[config.mk]
export PLATFORM = sky130hd
export DESIGN_NAME = usc_core
export DESIGN_NICKNAME = d
export VERILOG_FILES = /design/src/usc_core.v
export VERILOG_INCLUDE_DIRS = /design/src
export SDC_FILE = /design/constraint.sdc
export NUM_CORES = 1
export LEC_CHECK = 0
export BUFFER_PORTS_ARGS = -buffer_cell sky130_fd_sc_hd__buf_2
export CAP_MARGIN = 10
export CORE_MARGIN = 2
export CORE_UTILIZATION = 35
export DETAILED_ROUTE_END_ITERATION = 8
export PLACE_DENSITY = 0.47
export SLEW_MARGIN = 0
export SYNTH_ARGS = -nofsm -noshare
export SYNTH_HDL_FRONTEND = slang
export SYNTH_SLANG_ARGS = --single-unit
export TNS_END_PERCENT = 1
[constraint.sdc]
create_clock -name sys_clk_i -period 11.7 [get_ports sys_clk_i]
set_clock_uncertainty 0.1 [all_clocks]
set_input_delay 0.585 -clock sys_clk_i [delete_from_list [all_inputs] [get_ports sys_clk_i]]
set_output_delay 0.585 -clock sys_clk_i [all_outputs]
set_load 0.005 [all_outputs]
[src/usc_consts.vh]
// usc_consts.vh: register map, field positions and timing for usc_core.
// assumes a 32-bit ahb-lite bus, one register per aligned word.
`ifndef USC_CONSTS_VH
`define USC_CONSTS_VH
// register byte offsets
`define USC_A_STAT 8'h00
`define USC_A_DATA 8'h04
`define USC_A_BAUD 8'h08
`define USC_A_CTL1 8'h0c
`define USC_A_CTL2 8'h10
`define USC_A_CTL3 8'h14
`define USC_A_GDIV 8'h18
// control_one_reg fields
`define USC_C1_UE 13
`define USC_C1_WL 12
`define USC_C1_W7 28
`define USC_C1_WID 11
`define USC_C1_PE 10
`define USC_C1_ODD 9
`define USC_C1_TE 3
`define USC_C1_RE 2
`define USC_C1_SIL 1
`define USC_C1_SBK 0
// control_two_reg fields
`define USC_C2_LIN 14
`define USC_C2_STP_HI 13
`define USC_C2_STP_LO 12
`define USC_C2_CKEN 11
`define USC_C2_POL 10
`define USC_C2_PHA 9
`define USC_C2_LBP 8
`define USC_C2_BLEN 5
`define USC_C2_ID_HI 3
// control three fields
`define USC_C3_CTSE 9
`define USC_C3_RTSE 8
`define USC_C3_SC 5
`define USC_C3_HALF 3
`define USC_C3_IRLP 2
`define USC_C3_IRDA 1
// status bits
`define USC_S_PE 0
`define USC_S_FE 1
`define USC_S_NE 2
`define USC_S_ORE 3
`define USC_S_IDLE 4
`define USC_S_RXF 5
`define USC_S_TC 6
`define USC_S_TXE 7
`define USC_S_BRK 8
`define USC_S_CTS 9
`define USC_W1C 10'h35f
`define USC_STAT_RST 10'h080
`define USC_REG_RST 32'h0000_0000
`define USC_RST16 16'h0000
`define USC_RST8 8'h00
// word lengths and break lengths in bit times
`define USC_NB7 4'h7
`define USC_NB8 4'h8
`define USC_NB9 4'h9
`define USC_LIN_BRK 4'hd
`define USC_BRK10 4'ha
`define USC_BRK11 4'hb
// oversampling: sixteenths of a bit
`define USC_OVS_SH 4
`define USC_SMP_A 20'h00007
`define USC_SMP_B 20'h00008
`define USC_SMP_C 20'h00009
`define USC_IR_W 20'h00003
`endif

[src/usc_core.v]
// usc_core.v: serial transceiver core with ahb-lite register slave.
// assumes pins are synchronous to sys_clk_i; one slave on the bus.
//
// Overview of operation
// - enabled transmitter with nothing to send holds the line high, or low in infrared mode.
// - disabled transmitter releases the pin (output enable low).
// - sync clock pulses only on data bits; last-bit pulse optional.
// - with flow control, next data frame starts only while clear-to-send low.
// - with flow control, request-to-send low means receiver can accept.
// - bit timed by counter on the bus clock wrapping at the divisor.
// - receiver splits each bit into sixteen; divisor must be sixteen up.
// - tx and rx baud counters each cleared whenever their own side is disabled.
// - data frame: low start, data with optional parity, high stops.
// - idle frame matches data frame length, all bits high.
// - break frame: one-stop data frame plus stop bit, low before last stop.
// - word length: bit 12 picks eight or nine, bit 28 picks seven.
// - stop field: one, half, two or one and a half stop bits.
// - bit 10 enables parity, bit 9 picks odd over even.
// - parity replaces data msb on send and is checked on receive.
// - infrared pulses three sixteenths of a bit, or programmed width.
// - single-wire and smartcard modes send and receive on one pin.
// - one divisor shared, separate transmit and receive counters and enables.
// - ten flags: errors, buffer, completion, idle, break, flow events.
// - lin mode sends break as master and detects break as slave.
// - transmit shifter sends least significant bit first.
// - lin break detect of ten or eleven bits; sent break is thirteen.
// - silent address wakeup: msb set word, low nibble versus node id.
//
// Chosen here: the address map and the AHB-Lite slave port.
`include "usc_consts.vh"
`timescale 1ns/10ps
`default_nettype none
module usc_core (
    // clock and reset
    input wire sys_clk_i,
    input wire rst_i,
    // ahb-lite slave
    input wire hsel_i,
    input wire [31:0] haddr_i,
    input wire [1:0] htrans_i,
    input wire hwrite_i,
    input wire [2:0] hsize_i,
    input wire [31:0] hwdata_i,
    input wire hready_i,
    output reg [31:0] hrdata_o,
    output wire hreadyout_o,
    output wire hresp_o,
    // serial pins
    input wire rx_i,
    input wire tx_i,
    output reg tx_o,
    output reg tx_oe_o,
    output reg sclk_o,
    input wire cts_n_i,
    output reg rts_n_o
);
    localparam TS_IDLE = 2'b00;
    localparam TS_START = 2'b01;
    localparam TS_DATA = 2'b10;
    localparam TS_STOP = 2'b11;
    localparam K_DATA = 2'b00;
    localparam K_IDLE = 2'b01;
    localparam K_BRK = 2'b10;
    localparam RS_IDLE = 2'b00;
    localparam RS_BUSY = 2'b01;
    localparam RS_LOW = 2'b10;

    reg [31:0] c1_q, c2_q, c3_q;
    reg [15:0] div_q;
    reg [7:0] gdiv_q;
    reg [9:0] stat_q;
    reg [8:0] tdr_q, rdr_q;
    reg dp_q, dw_q;
    reg [7:0] da_q;

    // decoded controls
    wire ue = c1_q[`USC_C1_UE];
    wire te = ue & c1_q[`USC_C1_TE];
    wire re = ue & c1_q[`USC_C1_RE];
    wire pe = c1_q[`USC_C1_PE];
    wire odd = c1_q[`USC_C1_ODD];
    wire mute = c1_q[`USC_C1_SIL];
    wire wid = c1_q[`USC_C1_WID];
    wire lin = c2_q[`USC_C2_LIN];
    wire [1:0] stp = c2_q[`USC_C2_STP_HI:`USC_C2_STP_LO];
    wire [3:0] node = c2_q[`USC_C2_ID_HI:0];
    wire irda = c3_q[`USC_C3_IRDA];
    wire txe = stat_q[`USC_S_TXE];
    wire rxf = stat_q[`USC_S_RXF];
    // word length select
    wire [3:0] nb = c1_q[`USC_C1_W7] ? `USC_NB7 :
        (c1_q[`USC_C1_WL] ? `USC_NB9 : `USC_NB8);
    wire [8:0] fmask = 9'h1ff >> (4'h9 - nb);
    wire [8:0] lmask = 9'h1ff >> (4'ha - nb);

    // bus decode: address phase, then registered data phase
    wire ap = hsel_i & htrans_i[1] & hready_i;
    wire wr = dp_q & dw_q;
    wire [7:0] aa = haddr_i[7:0];
    wire rdclr = ap & ~hwrite_i & (aa == `USC_A_DATA);
    assign hreadyout_o = 1'b1;
    assign hresp_o = 1'b0;

    // sample points within a bit, in sixteenths of the divisor
    wire [19:0] m_a = {4'h0, div_q} * `USC_SMP_A;
    wire [19:0] m_b = {4'h0, div_q} * `USC_SMP_B;
    wire [19:0] m_c = {4'h0, div_q} * `USC_SMP_C;
    wire [19:0] m_ir = {4'h0, div_q} * `USC_IR_W;
    wire [15:0] p_a = m_a[19:`USC_OVS_SH];
    wire [15:0] p_b = m_b[19:`USC_OVS_SH];
    wire [15:0] p_c = m_c[19:`USC_OVS_SH];
    wire [15:0] p_ir = m_ir[19:`USC_OVS_SH];
    wire [15:0] hdiv = {1'b0, div_q[15:1]};

    // transmitter state
    reg [1:0] ts_q, kind_q;
    reg [15:0] bcnt_q;
    reg [8:0] tsh_q;
    reg [3:0] tbit_q;
    reg [2:0] hc_q;
    reg ipend_q, te_q;

    // half bits per stop setting; stop state ticks every half bit
    reg [2:0] halves;
    always @* begin
        case (stp)
            2'b00: halves = 3'h2;
            2'b01: halves = 3'h1;
            2'b10: halves = 3'h4;
            2'b11: halves = 3'h3;
            default: halves = 3'h2;
        endcase
    end
    wire [15:0] lim = (ts_q == TS_STOP) ? hdiv : div_q;
    wire btick = (bcnt_q == lim - 16'h1);
    wire cts_ok = ~c3_q[`USC_C3_CTSE] | ~cts_n_i;
    wire sbk = c1_q[`USC_C1_SBK];
    wire tgo = (ts_q == TS_IDLE) & te & ~ipend_q;
    wire brk_go = tgo & sbk;
    wire tx_load = tgo & ~sbk & ~txe & cts_ok;
    wire tx_end = (ts_q == TS_STOP) & btick & (hc_q == 3'h1);
    wire tx_done = tx_end & (kind_q == K_DATA);
    // parity replaces the top data bit
    wire par = (^(tdr_q & lmask)) ^ odd;
    wire [8:0] pbit = {8'h00, par} << (nb - 4'h1);
    wire [8:0] tword = pe ? ((tdr_q & lmask) | pbit)
        : (tdr_q & fmask);

    // tx baud counter; restarts on every frame and when disabled
    always @(posedge sys_clk_i) begin
        if (rst_i | ~te | (ts_q == TS_IDLE))
            bcnt_q <= 16'h0;
        else if (btick)
            bcnt_q <= 16'h0;
        else
            bcnt_q <= bcnt_q + 16'h1;
    end

    // transmit frame sequencer
    always @(posedge sys_clk_i) begin
        if (rst_i) begin
            ts_q <= TS_IDLE;
            kind_q <= K_DATA;
            tsh_q <= 9'h0;
            tbit_q <= 4'h0;
            hc_q <= 3'h0;
            ipend_q <= 1'b0;
            te_q <= 1'b0;
        end else begin
            te_q <= te;
            // enabling sends one idle frame; a break or data ready at the enable edge goes first
            if (te & ~te_q)
                ipend_q <= 1'b1;
            case (ts_q)
                TS_IDLE: begin
                    if (te & ipend_q) begin
                        kind_q <= K_IDLE;
                        ipend_q <= 1'b0;
                        ts_q <= TS_START;
                    end else if (brk_go) begin
                        kind_q <= K_BRK;
                        ts_q <= TS_START;
                    end else if (tx_load) begin
                        kind_q <= K_DATA;
                        tsh_q <= tword;
                        ts_q <= TS_START;
                    end
                end
                TS_START: begin
                    if (btick) begin
                        ts_q <= TS_DATA;
                        if (kind_q != K_BRK)
                            tbit_q <= nb - 4'h1;
                        else if (lin)
                            tbit_q <= `USC_LIN_BRK - 4'h2;
                        else
                            tbit_q <= nb;
                    end
                end
                TS_DATA: begin
                    if (btick) begin
                        tsh_q <= {1'b0, tsh_q[8:1]};
                        if (tbit_q == 4'h0) begin
                            ts_q <= TS_STOP;
                            hc_q <= (kind_q == K_BRK) ? 3'h2 : halves;
                        end else
                            tbit_q <= tbit_q - 4'h1;
                    end
                end
                TS_STOP: begin
                    if (btick) begin
                        if (hc_q == 3'h1)
                            ts_q <= TS_IDLE;
                        else
                            hc_q <= hc_q - 3'h1;
                    end
                end
                default: ts_q <= TS_IDLE;
            endcase
            // dropping the enable mid-frame abandons the frame
            if (~te)
                ts_q <= TS_IDLE;
        end
    end

    // line level: start low, data lsb first, stops and idle high
    reg tline;
    always @* begin
        case (ts_q)
            TS_START: tline = (kind_q == K_IDLE);
            TS_DATA: tline = (kind_q == K_IDLE) |
                ((kind_q == K_DATA) & tsh_q[0]);
            default: tline = 1'b1;
        endcase
    end
    wire [15:0] pw = c3_q[`USC_C3_IRLP] ? {8'h00, gdiv_q} : p_ir;
    wire irp = ~tline & (bcnt_q < pw) & (ts_q != TS_IDLE);
    wire ckact = c2_q[`USC_C2_CKEN] & (ts_q == TS_DATA) &
        (kind_q == K_DATA) & ((tbit_q != 4'h0) | c2_q[`USC_C2_LBP]);
    wire hb = (bcnt_q >= hdiv);

    // registered pin drivers
    always @(posedge sys_clk_i) begin
        if (rst_i) begin
            tx_o <= 1'b1;
            tx_oe_o <= 1'b0;
            sclk_o <= 1'b0;
        end else begin
            tx_o <= irda ? irp : tline;
            tx_oe_o <= te;
            sclk_o <= c2_q[`USC_C2_POL] ^
                (ckact & (c2_q[`USC_C2_PHA] ? ~hb : hb));
        end
    end

    // receiver: single-wire modes listen on the transmit pin
    wire one_pin = c3_q[`USC_C3_HALF] | c3_q[`USC_C3_SC];
    wire rin = one_pin ? tx_i : rx_i;
    reg [1:0] rs_q;
    reg [15:0] rcnt_q;
    reg [3:0] rbit_q, lowrun_q;
    reg [2:0] smp_q;
    reg [8:0] rsh_q;
    reg rprev_q, nz_q, iarm_q;
    reg [19:0] icnt_q;
    wire rtick = (rs_q != RS_IDLE) & (rcnt_q == div_q - 16'h1);
    // majority of middle samples, noise when they differ
    wire rv = (smp_q[0] & smp_q[1]) | (smp_q[0] & smp_q[2]) |
        (smp_q[1] & smp_q[2]);
    wire rnz = (smp_q != 3'b000) & (smp_q != 3'b111);
    wire fd = (rs_q == RS_BUSY) & rtick & (rbit_q == nb + 4'h1);
    wire [8:0] rword = rsh_q & fmask;
    wire isaddr = rword[nb - 4'h1];
    wire idm = isaddr & (rword[3:0] == node);
    wire acc = fd & (~mute | (wid & idm));
    wire perr = pe & ((^rword) != odd);
    wire [3:0] blim = lin ? (c2_q[`USC_C2_BLEN] ? `USC_BRK11 :
        `USC_BRK10) : nb + 4'h2;
    wire brk_ev = rtick & ~rv & (lowrun_q == blim - 4'h1);
    wire [19:0] ilen = {4'h0, div_q} * {16'h0000, nb + 4'h2};
    wire idle_ev = (rs_q == RS_IDLE) & rin & iarm_q &
        (icnt_q == ilen - 20'h1);

    // receive sequencer with sixteenth sample points
    always @(posedge sys_clk_i) begin
        if (rst_i | ~re) begin
            rs_q <= RS_IDLE;
            rcnt_q <= 16'h0;
            rbit_q <= 4'h0;
            lowrun_q <= 4'h0;
            smp_q <= 3'h7;
            rsh_q <= 9'h0;
            rprev_q <= 1'b1;
            nz_q <= 1'b0;
            iarm_q <= 1'b0;
            icnt_q <= 20'h0;
        end else begin
            rprev_q <= rin;
            icnt_q <= ((rs_q != RS_IDLE) | ~rin) ? 20'h0 :
                ((icnt_q == ilen) ? icnt_q : icnt_q + 20'h1);
            if (fd)
                iarm_q <= 1'b1;
            else if (idle_ev)
                iarm_q <= 1'b0;
            if (rs_q == RS_IDLE) begin
                if (rprev_q & ~rin) begin
                    rs_q <= RS_BUSY;
                    rcnt_q <= 16'h0;
                    rbit_q <= 4'h0;
                    nz_q <= 1'b0;
                    lowrun_q <= 4'h0;
                end
            end else begin
                rcnt_q <= rtick ? 16'h0 : rcnt_q + 16'h1;
                if (rcnt_q == p_a)
                    smp_q[0] <= rin;
                if (rcnt_q == p_b)
                    smp_q[1] <= rin;
                if (rcnt_q == p_c)
                    smp_q[2] <= rin;
                if (rtick) begin
                    nz_q <= nz_q | rnz;
                    lowrun_q <= rv ? 4'h0 : ((lowrun_q == 4'hf) ?
                        lowrun_q : lowrun_q + 4'h1);
                    if (rs_q == RS_LOW) begin
                        // line still low: keep timing a long break
                        if (rv)
                            rs_q <= RS_IDLE;
                    end else if (rbit_q == 4'h0) begin
                        if (rv)
                            rs_q <= RS_IDLE; // false start
                        else
                            rbit_q <= 4'h1;
                    end else if (rbit_q <= nb) begin
                        rsh_q[rbit_q - 4'h1] <= rv;
                        rbit_q <= rbit_q + 4'h1;
                    end else
                        rs_q <= rv ? RS_IDLE : RS_LOW;
                end
            end
        end
    end

    // status flag events; hardware set wins over software clear, except a data write clearing TC and TXE wins
    reg [9:0] ev;
    reg cts_p_q;
    always @* begin
        ev = 10'h000;
        ev[`USC_S_PE] = acc & perr;
        ev[`USC_S_FE] = acc & ~rv;
        ev[`USC_S_NE] = acc & (nz_q | rnz);
        ev[`USC_S_ORE] = acc & rxf & ~rdclr;
        ev[`USC_S_IDLE] = idle_ev;
        ev[`USC_S_TC] = tx_done & txe;
        ev[`USC_S_BRK] = brk_ev;
        ev[`USC_S_CTS] = c3_q[`USC_C3_CTSE] & (cts_n_i ^ cts_p_q);
    end
    wire wstat = wr & (da_q == `USC_A_STAT);
    wire wdata = wr & (da_q == `USC_A_DATA);
    wire [9:0] clr = wstat ? (hwdata_i[9:0] & `USC_W1C) : 10'h000;
    wire store = acc & (~rxf | rdclr);

    // status, data and buffer flags
    always @(posedge sys_clk_i) begin
        if (rst_i) begin
            stat_q <= `USC_STAT_RST;
            tdr_q <= 9'h0;
            rdr_q <= 9'h0;
            cts_p_q <= 1'b1;
        end else begin
            cts_p_q <= cts_n_i;
            stat_q <= (stat_q & ~clr) | ev;
            // buffer flags follow the data path, not software
            stat_q[`USC_S_RXF] <= store | (rxf & ~rdclr);
            if (wdata) begin
                tdr_q <= hwdata_i[8:0];
                stat_q[`USC_S_TXE] <= 1'b0;
                stat_q[`USC_S_TC] <= 1'b0;
            end else if (tx_load)
                stat_q[`USC_S_TXE] <= 1'b1;
            if (store)
                rdr_q <= rword;
        end
    end

    // control registers; break request and mute self-clear
    always @(posedge sys_clk_i) begin
        if (rst_i) begin
            c1_q <= `USC_REG_RST;
            c2_q <= `USC_REG_RST;
            c3_q <= `USC_REG_RST;
            div_q <= `USC_RST16;
            gdiv_q <= `USC_RST8;
        end else begin
            if (wr & (da_q == `USC_A_CTL1))
                c1_q <= hwdata_i;
            else begin
                if (brk_go)
                    c1_q[`USC_C1_SBK] <= 1'b0;
                if (fd & wid & isaddr)
                    c1_q[`USC_C1_SIL] <= ~idm;
                else if (idle_ev & ~wid)
                    c1_q[`USC_C1_SIL] <= 1'b0;
            end
            if (wr & (da_q == `USC_A_CTL2))
                c2_q <= hwdata_i;
            if (wr & (da_q == `USC_A_CTL3))
                c3_q <= hwdata_i;
            // divisor is trusted stable while the block runs
            if (wr & (da_q == `USC_A_BAUD))
                div_q <= hwdata_i[15:0];
            if (wr & (da_q == `USC_A_GDIV))
                gdiv_q <= hwdata_i[7:0];
        end
    end

    // request-to-send: low while the receive buffer has room
    always @(posedge sys_clk_i) begin
        if (rst_i)
            rts_n_o <= 1'b1;
        else
            rts_n_o <= ~(c3_q[`USC_C3_RTSE] & re & ~rxf);
    end

    // bus phases; read data sampled at the address phase edge
    reg [31:0] rval;
    always @* begin
        case (aa)
            `USC_A_STAT: rval = {22'h0, stat_q};
            `USC_A_DATA: rval = {23'h0, rdr_q};
            `USC_A_BAUD: rval = {16'h0, div_q};
            `USC_A_CTL1: rval = c1_q;
            `USC_A_CTL2: rval = c2_q;
            `USC_A_CTL3: rval = c3_q;
            `USC_A_GDIV: rval = {24'h0, gdiv_q};
            default: rval = 32'h0;
        endcase
    end
    always @(posedge sys_clk_i) begin
        if (rst_i) begin
            dp_q <= 1'b0;
            dw_q <= 1'b0;
            da_q <= 8'h0;
            hrdata_o <= 32'h0;
        end else begin
            dp_q <= ap;
            dw_q <= ap & hwrite_i;
            da_q <= aa;
            hrdata_o <= (ap & ~hwrite_i) ? rval : 32'h0;
        end
    end
endmodule // usc_core
`default_nettype wire

==> reports/metrics.yaml, run 1 <==
outcome: "finished, final reports clean"
clk_pin_slew_ns: 0.06
max_slew_margin_pct: 22.0
fillers: 5829
setup.worst_path.class: "reg -> reg"
numCtsBuffers: 37
syn_avg_cell_area_um2: 7.89
grt_pass1_vias: 16964
ant_nets: 0
grt-ovfl-total: 0
htree_levels: 2
grt_usage_pct: 21.6
drt_iter0_drc: 1370
yosys.area.top_type: "dfxtp_1"
dp_cells: 3274
synth.top_cell.area_share_pct: 29.3
yosys-top-cells-area: "dfxtp_1 29%, ha_1 10%, nand2_1 7.3%, a21oi_1 6.5%, xnor2_1 5.8%"
dieWidth_um: 243
portBuffers: 84
synth_nets: 2811
fp.dieH_um: 243
post-route-period-util_pct: 52.2
synth.distinct_cells: 88
drive_gt1_share_pct: 8.67
post_cts_resized: 0
async_reset_ff_share_pct: 0
cts_setup_buffers: 0
initial_core_util_pct: 35.5
irDropWorstVdd_uv: 94.4
die-area_um2: 59200
dp_hpwl_um: 46200
final_nets: 2829
post-route-drc-count: 0
vias: 18040
io_pins: 115
cts.sinks: 293
critPathMaxFanout: 30
final_util_pct: 39.6
finalCriticalPeriod_ns: 6.10
grt_max_degree: 107
antenna_found_initial: 6
core_um2: 56500
worstHoldPathType: "in -> reg"
clockBufferDepth: 3
finalHoldViolations: 0
final.setup.tns_ns: 0
fin_cells: 3343
setup_violations: 0
crit_arrival_ns: 6.43
gp_congestion: 0.811
post_drt_wl_per_cell_um: 19.5
slew_viol_final: 0
synthCells: 2539
p_per_area_nw_per_um2: 99.0
mostFrequentLayoutCells: "387 x nand2_1, 293 x dfxtp_1, 260 x a21oi_1"
start_kind: "flop"
clock-root-buffer: "clkbuf_16"
post_drt_via_cell_ratio: 5.40
drt-pass1-iter-count: 6
wl_um: 65100
cts_hold_buf: 0
synth-edff-count: 0
leakagePower_nw: 8.87
fmax_mhz: 164
yosys_warnings: 0
tightest_slew_ns: 1.15
ys.flop_type: "dfxtp_1"
std_cell_rows: 87
maxCapViolCount: 0
required_ns: 12.03
cts_tree: "built"
area_delta_synth_final_pct: 11.8
crit_path_end_kind: "flop"
synth_area_um2: 20000
yosysSeqAreaShare_pct: 29.3
insertion_delay_ns: 0.58
grt_pass1_wl_um: 101000
rsz0062_at_grt: "no"
layout_commonest_cell: "nand2_1"
yosys_register_bits: 293
## through the flow
stage	total power [mW]	hold slack [ns]	cell area [µm²]	setup WS (ns)
after CTS	2.24	0.109	22400	5.59
after global routing	2.29	0.125	22400	5.16
after global placement	1.07	0.338	21100	5.64
final	2.22	0.134	22400	5.60
after detailed placement	1.07	0.345	21100	5.61
after floorplan	1.04	0.296	20000	6.20
## flip-flops by register name, indices dropped and copies added, names as in the netlist, 4 cells and up
register  flops
da_q          8
tsh_q         9
gdiv_q        8
tbit_q        4
c3_q         32
div_q        16
rsh_q         9
lowrun_q      4
c1_q         32
rcnt_q       16
hrdata_o     32
stat_q       10
c2_q         32
bcnt_q       16
tdr_q         9
rbit_q        4
rdr_q         9
icnt_q       20
## layer usage
metal	GRT usage, %	part of all wire (%)	vias to the layer above
li1	-	-	8878
met3	3.98	5.5	92
met4	5.56	2.3	8
met5	0	0.071	-
met1	30.0	48	8635
met2	34.4	44	427
## cells in the mapped netlist (6+ instances only)
library cell and instances:
nand2b_1 24, a31oi_1 10, nand2_1 388, a211oi_1 13, o21ai_1 13, ha_1 166, dfxtp_1 293, buf_1 7
nor2_1 226, and3_1 25, o21ai_0 58, nor4_1 18, and4_1 7, mux2i_1 53, or4_1 7, or2_2 7
a21o_1 25, nor3_1 70, xor2_1 76, a211o_1 8, or3b_2 11, xnor2_1 132, inv_1 116, o211ai_1 11
nand3_1 53, fa_1 29, a31o_2 6, or3_1 19, o31ai_1 10, nand3b_1 11, nand4b_1 6, a221oi_1 12
a22oi_1 20, a21oi_1 260, clkbuf_1 120, nor2b_1 31, and2_1 17, nor3b_1 10, nand4_1 32, o21a_1 9
buf_2 9, a222oi_1 27, o21bai_1 8
## layout make-up
cell class                      count  area, µm²  area share [%]
Antenna cell                        2       5.00          0.0223
Clock inverter                     16        220           0.983
Tap cell                          756        946            4.22
Multi-Input combinational cell   1989      13200            59.0
Sequential cell                   293       5870            26.2
Timing Repair Buffer              119        689            3.08
Inverter                          117        439            1.96
Clock buffer                       51       1030            4.59
## worst paths after layout
path,startpoint,to,slack [ns],depth (start not counted)
max,c1_q[28],icnt_q[6],5.60,17
min,hwrite_i,dw_q,0.13,2
max reg2reg,c1_q[28],icnt_q[6],5.60,17
min reg2reg,c1_q[14],c1_q[14],0.35,2
## power breakdown
group          internal [mW]  leakage [nW]  switching, mW
clock network          0.692         0.609          0.481
logic                 0.0109          5.90         0.0324
registers               1.00          2.36        0.00140
total                   1.70          8.87          0.515
## logic make-up after synthesis
family                     Yosys count  share of synthesized area, %
AOI/OAI and AO/OA                  547                          17.4
xor gates and xnor gates           210                          9.31
adders and majority gates          196                          13.3
buffers and inverters              257                          4.95
DFF                                293                          29.3
muxes                               55                          2.76
other                                2                        0.0375
and+or+nand+nor                    979                          23.0
## worst max-delay path: stages (launching register included)
cell and delay [ns]:
dfxtp_1 0.30, buf_4 0.36, or2_2 0.52, nand2_1 0.13
fa_1 0.50, inv_1 0.05, ha_1 0.42, and4_1 0.32
and4_1 0.21, o31a_1 0.31, or2_1 0.27, xnor2_1 0.16
or3_1 0.35, or4_1 0.53, nor4b_4 0.93, nand4b_1 0.24
xor2_1 0.17, nor2_1 0.05
No activity file was read; power rests on OpenSTA's default activity.
==> run 2: changes to the inputs <==
--- a/config.mk
+++ b/config.mk
@@ -6,6 +6,7 @@
 export SDC_FILE = /design/constraint.sdc
 export NUM_CORES = 1
 export LEC_CHECK = 0
+export ABC_AREA = 1
 export BUFFER_PORTS_ARGS = -buffer_cell sky130_fd_sc_hd__buf_2
 export CAP_MARGIN = 10
 export CORE_MARGIN = 2
==> constraint.sdc (replaced) <==
create_clock -name sys_clk_i -period 6 [get_ports sys_clk_i]
set_clock_uncertainty 0.1 [all_clocks]
set_input_delay 0.3 -clock sys_clk_i [delete_from_list [all_inputs] [get_ports sys_clk_i]]
set_output_delay 0.3 -clock sys_clk_i [all_outputs]
set_load 0.005 [all_outputs]
==> run 2 against run 1 <==
Net effect:
- area after synthesis up 6.2%
- utilization rose by 0.54 points
- count of clock-buffer cells in the layout up 4
- sequential power increased by 95%
- final cell count up 21%
- non-clock buffer count grew 56
- design area grew 8.1%
- critical endpoint is now iarm_q
==> reports/metrics.yaml, run 2 <==
htree_levels: 2  # unchanged
synth.distinct_cells: 65  # was 88
die-area_um2: 62800  # was 59200 µm²
holdPathEnd: "rprev_q"  # was dw_q
cpPeakStageDelay_ns: 0.92  # was 0.93 ns
cts_setup_buffers: 0  # unchanged
grt_pass1_wl_um: 114000  # was 101000 µm
required_ns: 6.33  # was 12.03 ns
post-route-period-util_pct: 79.6  # was 52.2%
synth.top_cell.area_share_pct: 27.6  # was 29.3%
ff2ff_path_depth: 21  # was 17
maxCapViolCount: 0  # unchanged
drt-pass1-iter-count: 5  # was 6
irDropWorstVdd_uv: 193  # was 94.4 µV
yosys.area.top_type: "dfxtp_1"  # unchanged
yosys-top-cells-area: "dfxtp_1 28%, nand2_1 12%, ha_1 9.8%, nor2_1 6.6%, inv_1 6.0%"  # was dfxtp_1 29%, ha_1 10%, nand2_1 7.3%, a21oi_1 6.5%, xnor2_1 5.8%
dieWidth_um: 251  # was 243 µm
r2r_end: "iarm_q"  # was icnt_q[6]
fin_ws_ns: 1.22  # was 5.60 ns
dp_slack_ns: 1.23  # was 5.61 ns
synth-edff-count: 0  # unchanged
crit_arrival_ns: 5.11  # was 6.43 ns
outcome: "finished, final reports clean"  # unchanged
yosys_warnings: 0  # unchanged
drt_iter0_drc: 1184  # was 1370
io_pins: 115  # unchanged
crit_path_end_kind: "flop"  # unchanged
worstHoldPathType: "in -> reg"  # unchanged
async_reset_ff_share_pct: 0  # unchanged
ys.flop_type: "dfxtp_1"  # unchanged
hp-start: "tx_i"  # was hwrite_i
synth_area_um2: 21300  # was 20000 µm²
vias: 20683  # was 18040
final_nets: 3499  # was 2829
core_um2: 60200  # was 56500 µm²
finalCriticalPeriod_ns: 4.78  # was 6.10 ns
post-route-drc-count: 0  # unchanged
fp.dieH_um: 251  # was 243 µm
r2r_start: "div_q[1]"  # was c1_q[28]
setup.worst_path.class: "reg -> reg"  # unchanged
clockBufferDepth: 3  # unchanged
rsz0062_at_grt: "no"  # unchanged
grt_pass1_vias: 20217  # was 16964
grt-ovfl-total: 0  # unchanged
antennaDiodeCount: 0  # was 2
drive_gt1_share_pct: 7.81  # was 8.67%
cts.sinks: 293  # unchanged
post_drt_via_cell_ratio: 5.13  # was 5.40
final.setup.tns_ns: 0  # unchanged
portBuffers: 84  # unchanged
post_cts_resized: 0  # unchanged
insertion_delay_ns: 0.56  # was 0.58 ns
grt_usage_pct: 23.1  # was 21.6%
clock-root-buffer: "clkbuf_16"  # unchanged
power.total_mw: 4.35  # was 2.22 mW
yosys_register_bits: 293  # unchanged
synth_nets: 3397  # was 2811
start_kind: "flop"  # unchanged
startpoint: "div_q[1]"  # was c1_q[28]
synth_common_cells: "655 x nand2_1, 372 x nor2_1, 339 x inv_1, 293 x dfxtp_1, 240 x a21oi_1"  # was 388 x nand2_1, 293 x dfxtp_1, 260 x a21oi_1, 226 x nor2_1, 166 x ha_1
synth_most_common_cell: "nand2_1"  # unchanged
numCtsBuffers: 38  # was 37
clk_pin_slew_ns: 0.06  # about the same
post_drt_wl_per_cell_um: 18.1  # was 19.5 µm
cts_tree: "built"  # unchanged
layout_commonest_cell: "nand2_1"  # unchanged
gp_congestion: 0.893  # was 0.811
grt_max_degree: 122  # was 107
synthCells: 3125  # was 2539
cts_hold_buf: 42  # was 0
max_slew_margin_pct: 26.8  # was 22.0%
initial_core_util_pct: 35.3  # was 35.5%
p_per_area_nw_per_um2: 180  # was 99.0 nW/µm²
setup_violations: 0  # unchanged
fmax_mhz: 209  # was 164 MHz
critPathMaxFanout: 11  # was 30
std_cell_rows: 90  # was 87
yosysSeqAreaShare_pct: 27.6  # was 29.3%
tightest_slew_ns: 1.10  # was 1.15 ns
leakagePower_nw: 11.0  # was 8.87 nW
antenna_found_initial: 2  # was 6
slew_viol_final: 0  # unchanged
ant_nets: 0  # unchanged
worstPathCellList: "inv_1, nor2_1, ha_1, ha_1, inv_1, fa_1, inv_1, nor3_1, nand2_1, inv_1, nand3_1, nor2_1, nand2_1, nor3_1, nand3_1, nand2_1, inv_1, nor2_1, nand2_1, nand2_1, a21oi_1"  # was buf_4, or2_2, nand2_1, fa_1, inv_1, ha_1, and4_1, and4_1, o31a_1, or2_1, xnor2_1, or3_1, or4_1, nor4b_4, nand4b_1, xor2_1, nor2_1
finalHoldViolations: 0  # unchanged
dp_hpwl_um: 54800  # was 46200 µm
final_util_pct: 40.2  # was 39.6%
area_delta_synth_final_pct: 13.8  # was 11.8%
mostFrequentLayoutCells: "655 x nand2_1, 372 x nor2_1, 338 x inv_1"  # was 387 x nand2_1, 293 x dfxtp_1, 260 x a21oi_1
syn_avg_cell_area_um2: 6.81  # was 7.89 µm²
wl_um: 73100  # was 65100 µm
rrSetupSlack_ns: 1.22  # was 5.60 ns
hold_depth: 4  # was 2
worst_path_max_delay_cell: "dfxtp_1"  # was nor4b_4
-- run 2: cell types whose count changed after synthesis, moves of 41 or more --
cell and change:
nand2_1 +267, inv_1 +223, o21ai_0 +172, nor2_1 +146
nand3_1 +131, xnor2_1 -77, mux2i_1 -47, xor2_1 +41
-- run 2: routing by layer --
layer | global-route usage [%] | vias up | part of all wire, %
met4 | 8.45 | 4 | 3.5
met1 | 30.0 | 9644 | 46
met5 | 0 | - | 0.031
li1 | - | 10486 | -
met3 | 3.17 | 126 | 4.3
met2 | 39.1 | 423 | 46
-- run 2: layout make-up --
type                            count  area [µm²]
Tap cell                          782         978
Sequential cell                   293        5870
Fill cell                        6326       36000
Inverter                          350        1320
Multi-Input combinational cell   2369       13600
Timing Repair Buffer              175        1210
Clock inverter                     10         134
Clock buffer                       55        1090
-- run 2: how the worst max path moves through the flow --
stage          depth (start not counted)  slack (ns)   endpoint
3_3_place_gp                          22        1.27    c1_q[1]
6_report                              21        1.22     iarm_q
2_1_floorplan                         24        1.80  icnt_q[0]
5_1_grt                               21        0.77    c1_q[1]
4_1_cts                               21        1.21    c1_q[1]
3_5_place_dp                          21        1.23    c1_q[1]
-- run 2: per-stage QoR --
stage	std cells	hold WS, ns	instance area (µm²)
detailed placement	3927	0.344	22600
floorplan	3125	0.292	21300
global route	4034	0.0454	24200
finish	4034	0.0357	24200
global placement	3927	0.349	22600
CTS	4034	0.0120	24200
-- run 2: kinds of logic (layout without fill, tap and decap cells) --
logic type	Yosys count	count (layout)	share of synthesized area, %
other	2	2	0.0353
xor gates and xnor gates	177	177	7.55
muxes	6	6	0.282
DFF	293	293	27.6
AOI/OAI and AO/OA	603	603	15.9
buffers and inverters	463	590	8.50
adders and majority gates	195	195	12.5
and+or+nand+nor	1386	1386	27.7
-- run 2: power breakdown --
part           internal (mW)  switching (mW)
Clock                   1.36           0.934
Sequential              1.95         0.00167
Combinational         0.0431          0.0698
Total                   3.35            1.01
-- run 2: worst max-delay path, delay by kind of cell (launching register included) --
kind | cells | cell delay [ns]
AND/OR/NAND/NOR | 12 | 2.17
flip-flops | 1 | 0.92
adder cells (fa/ha/maj) | 3 | 0.90
buffers and inverters | 5 | 0.48
AO/OA/AOI/OAI | 1 | 0.06
==> run 3: changes to the inputs <==
--- a/config.mk
+++ b/config.mk
@@ -12,7 +12,7 @@
 export CORE_MARGIN = 2
 export CORE_UTILIZATION = 35
 export DETAILED_ROUTE_END_ITERATION = 8
-export PLACE_DENSITY = 0.47
+export PLACE_DENSITY = 0.48
 export SLEW_MARGIN = 0
 export SYNTH_ARGS = -nofsm -noshare
 export SYNTH_HDL_FRONTEND = slang
==> constraint.sdc (replaced) <==
create_clock -name sys_clk_i -period 4.05 [get_ports sys_clk_i]
set_clock_uncertainty 0.1 [all_clocks]
set_input_delay 0.2025 -clock sys_clk_i [delete_from_list [all_inputs] [get_ports sys_clk_i]]
set_output_delay 0.2025 -clock sys_clk_i [all_outputs]
set_load 0.005 [all_outputs]
==> run 3 against run 2 <==
Net effect:
- global-route usage increased by 0.46 points
- clock power increased by 57%
- sequential power increased by 48%
- die area unchanged
- utilization increased by 2.7 points
- design area increased by 6.8%
- first-iteration DRC count increased by 25%
- routed wire length increased by 2.6%
- critical endpoint is now c1_q[1]
- largest cell class unchanged
- largest power group unchanged
==> reports/metrics.yaml, run 3 (synthesized netlist as in run 2, its figures left out) <==
grtUsageMet3_pct: 2.42  # was 3.17%
clk_pin_slew_ns: 0.06  # about the same
grt_pass1_wl_um: 117000  # was 114000 µm
fp.dieH_um: 251  # unchanged
ant_nets: 0  # unchanged
hp-start: "hwdata_i[4]"  # was tx_i
post-route-period-util_pct: 98.5  # was 79.6%
setup.worst_path.class: "reg -> reg"  # unchanged
io_pins: 115  # unchanged
p_sw_mw: 1.55  # was 1.01 mW
fillers: 6268  # was 6326
slew_viol_final: 0  # unchanged
drt-pass1-iter-count: 6  # was 5
seqPwrFrac_pct: 43.3  # was 44.8%
outcome: "finished, final reports clean"  # unchanged
gp_congestion: 0.901  # was 0.893
insertion_delay_ns: 0.57  # was 0.56 ns
cts.sinks: 293  # unchanged
maxCapViolCount: 0  # unchanged
finalHoldViolations: 0  # unchanged
r2r_start: "c1_q[28]"  # was div_q[1]
post_drt_wl_per_cell_um: 18.0  # was 18.1 µm
leakagePower_nw: 11.7  # was 11.0 nW
final.setup.tns_ns: 0  # unchanged
clockBufferDepth: 3  # unchanged
fmax_mhz: 251  # was 209 MHz
cts_tree: "built"  # unchanged
grt_usage_pct: 23.6  # was 23.1%
cp_num_buf_inv: 6  # was 5
htree_levels: 2  # unchanged
core_um2: 60200  # unchanged
area_delta_synth_final_pct: 21.5  # was 13.8%
holdPathEnd: "c2_q[4]"  # was rprev_q
critPathMaxFanout: 13  # was 11
dp_cells: 4046  # was 3927
start_kind: "flop"  # unchanged
die-area_um2: 62800  # unchanged
cpPeakStageDelay_ns: 0.55  # was 0.92 ns
drt_iter0_drc: 1480  # was 1184
grt-ovfl-total: 0  # unchanged
max_slew_margin_pct: 43.5  # was 26.8%
layout_commonest_cell: "nand2_1"  # unchanged
vias: 21449  # was 20683
ff2ff_path_depth: 26  # was 21
grt_max_degree: 150  # was 122
grt_most_used_layer: "met2"  # unchanged
rsz0062_at_grt: "yes"  # was no
grt_pass1_vias: 21217  # was 20217
antenna_found_initial: 1  # was 2
worst_path_max_delay_cell: "fa_1"  # was dfxtp_1
r2r_end: "c1_q[1]"  # was iarm_q
final_util_pct: 42.9  # was 40.2%
swShare_pct: 23.2  # was 23.1%
pwr-share-clk_pct: 54.0  # was 52.6%
clock-root-buffer: "clkbuf_16"  # unchanged
crit_path_end_kind: "flop"  # unchanged
finalCriticalPeriod_ns: 3.99  # was 4.78 ns
post-route-drc-count: 0  # unchanged
power_frac_comb_pct: 2.6  # about the same
wl_um: 75000  # was 73100 µm
required_ns: 4.41  # was 6.33 ns
internal_power_mw: 5.12  # was 3.35 mW
crit_arrival_ns: 4.35  # was 5.11 ns
path_delay_family: "simple AND/OR/NAND/NOR gates"  # unchanged
std_cell_rows: 90  # unchanged
grt.met2_usage_pct: 41.9  # was 39.1%
dp_hpwl_um: 57100  # was 54800 µm
dieWidth_um: 251  # unchanged
drive_gt1_share_pct: 14.2  # was 7.81%
tightest_slew_ns: 0.848  # was 1.10 ns
mostFrequentLayoutCells: "629 x nand2_1, 353 x nor2_1, 327 x inv_1"  # was 655 x nand2_1, 372 x nor2_1, 338 x inv_1
cpMostUsedCell: "nand2_1"
rrSetupSlack_ns: 0.06  # was 1.22 ns
gr-usage-met1_pct: 30.3  # was 30.0%
power.total_mw: 6.67  # was 4.35 mW
worstHoldPathType: "in -> reg"  # unchanged
p_per_area_nw_per_um2: 258  # was 180 nW/µm²
numCtsBuffers: 37  # was 38
portBuffers: 84  # unchanged
setup_violations: 0  # unchanged
post_drt_via_cell_ratio: 5.15  # was 5.13
irDropWorstVdd_uv: 293  # was 193 µV
initial_core_util_pct: 35.3  # unchanged
hold_depth: 3  # was 4
fin_cells: 4167  # was 4034
final_nets: 3629  # was 3499
==> run 3: cell types whose count changed in the layout (fill, tap and decap cells not counted), moves of 11 or more <==
cell | before | now
nor2_1 | 372 | 353
nand2_1 | 655 | 629
nor2_2 | 10 | 23
ha_1 | 166 | 154
nand2_2 | 9 | 30
inv_1 | 338 | 327
buf_4 | 49 | 164
==> run 3: power by group through the flow <==
| stage | sequential, mW | combinational (mW) | clock (mW) |
|---|---|---|---|
| after floorplan | 2.95 | 0.0673 | 0 |
| after global placement | 2.95 | 0.139 | 0 |
| after detailed placement | 2.95 | 0.140 | 0 |
| after CTS | 2.89 | 0.175 | 3.67 |
| after global routing | 2.89 | 0.192 | 3.80 |
| final | 2.89 | 0.177 | 3.60 |
==> run 3: through the flow <==
stage / hold slack [ns] / worst slack, ns / cell area, µm²
global route: 0.0524 / -0.211 / 25900
CTS: 0.00775 / -0.00732 / 25400
floorplan: 0.206 / 0.0360 / 21300
global placement: 0.325 / -0.292 / 23500
finish: 0.0399 / 0.0615 / 25900
detailed placement: 0.327 / -0.318 / 23500
==> run 3: final cells by class <==
| class | instances | area (µm²) | share of cell area [%] |
|---|---|---|---|
| Antenna cell | 1 | 2.50 | 0.00968 |
| Clock buffer | 45 | 1030 | 3.97 |
| Clock inverter | 21 | 317 | 1.22 |
| Inverter | 350 | 1320 | 5.09 |
| Multi-Input combinational cell | 2369 | 14000 | 54.3 |
| Sequential cell | 293 | 5870 | 22.7 |
| Tap cell | 782 | 978 | 3.78 |
| Timing Repair Buffer | 306 | 2310 | 8.92 |
==> run 3: worst max path at each step <==
stage	startpoint	to	slack, ns	cells past startpoint
after floorplan	c1_q[28]	icnt_q[0]	0.04	24
after global placement	c1_q[28]	c1_q[1]	-0.29	24
after detailed placement	c1_q[28]	c1_q[1]	-0.32	26
after CTS	c1_q[28]	c1_q[1]	-0.007	26
after global routing	c1_q[28]	icnt_q[8]	-0.21	23
final	c1_q[28]	c1_q[1]	0.06	26
==> run 3: what timing repair did <==
action	in CTS	in global routing
hold buffers	47	0
pin swaps	6	7
gates resized for setup	35	84
hold endpoints to repair	121	0
endpoints found under the setup margin	23	26
cloned	0	3
setup buffers	2	2
==> run 3: tightest hold or removal path: cells and delay by family <==
| family | cells | cell delay, ns |
|---|---|---|
| AO/OA/AOI/OAI | 1 | 0.16 |
| buffers and inverters | 2 | 0.31 |
==> run 3: per-layer routing <==
layer	routed length (µm)	share of wire (%)	vias up
li1	-	-	10744
met2	36000	48	550
met4	2160	2.9	0
met3	3330	4.4	115
met1	33500	45	10040
met5	0	0	-
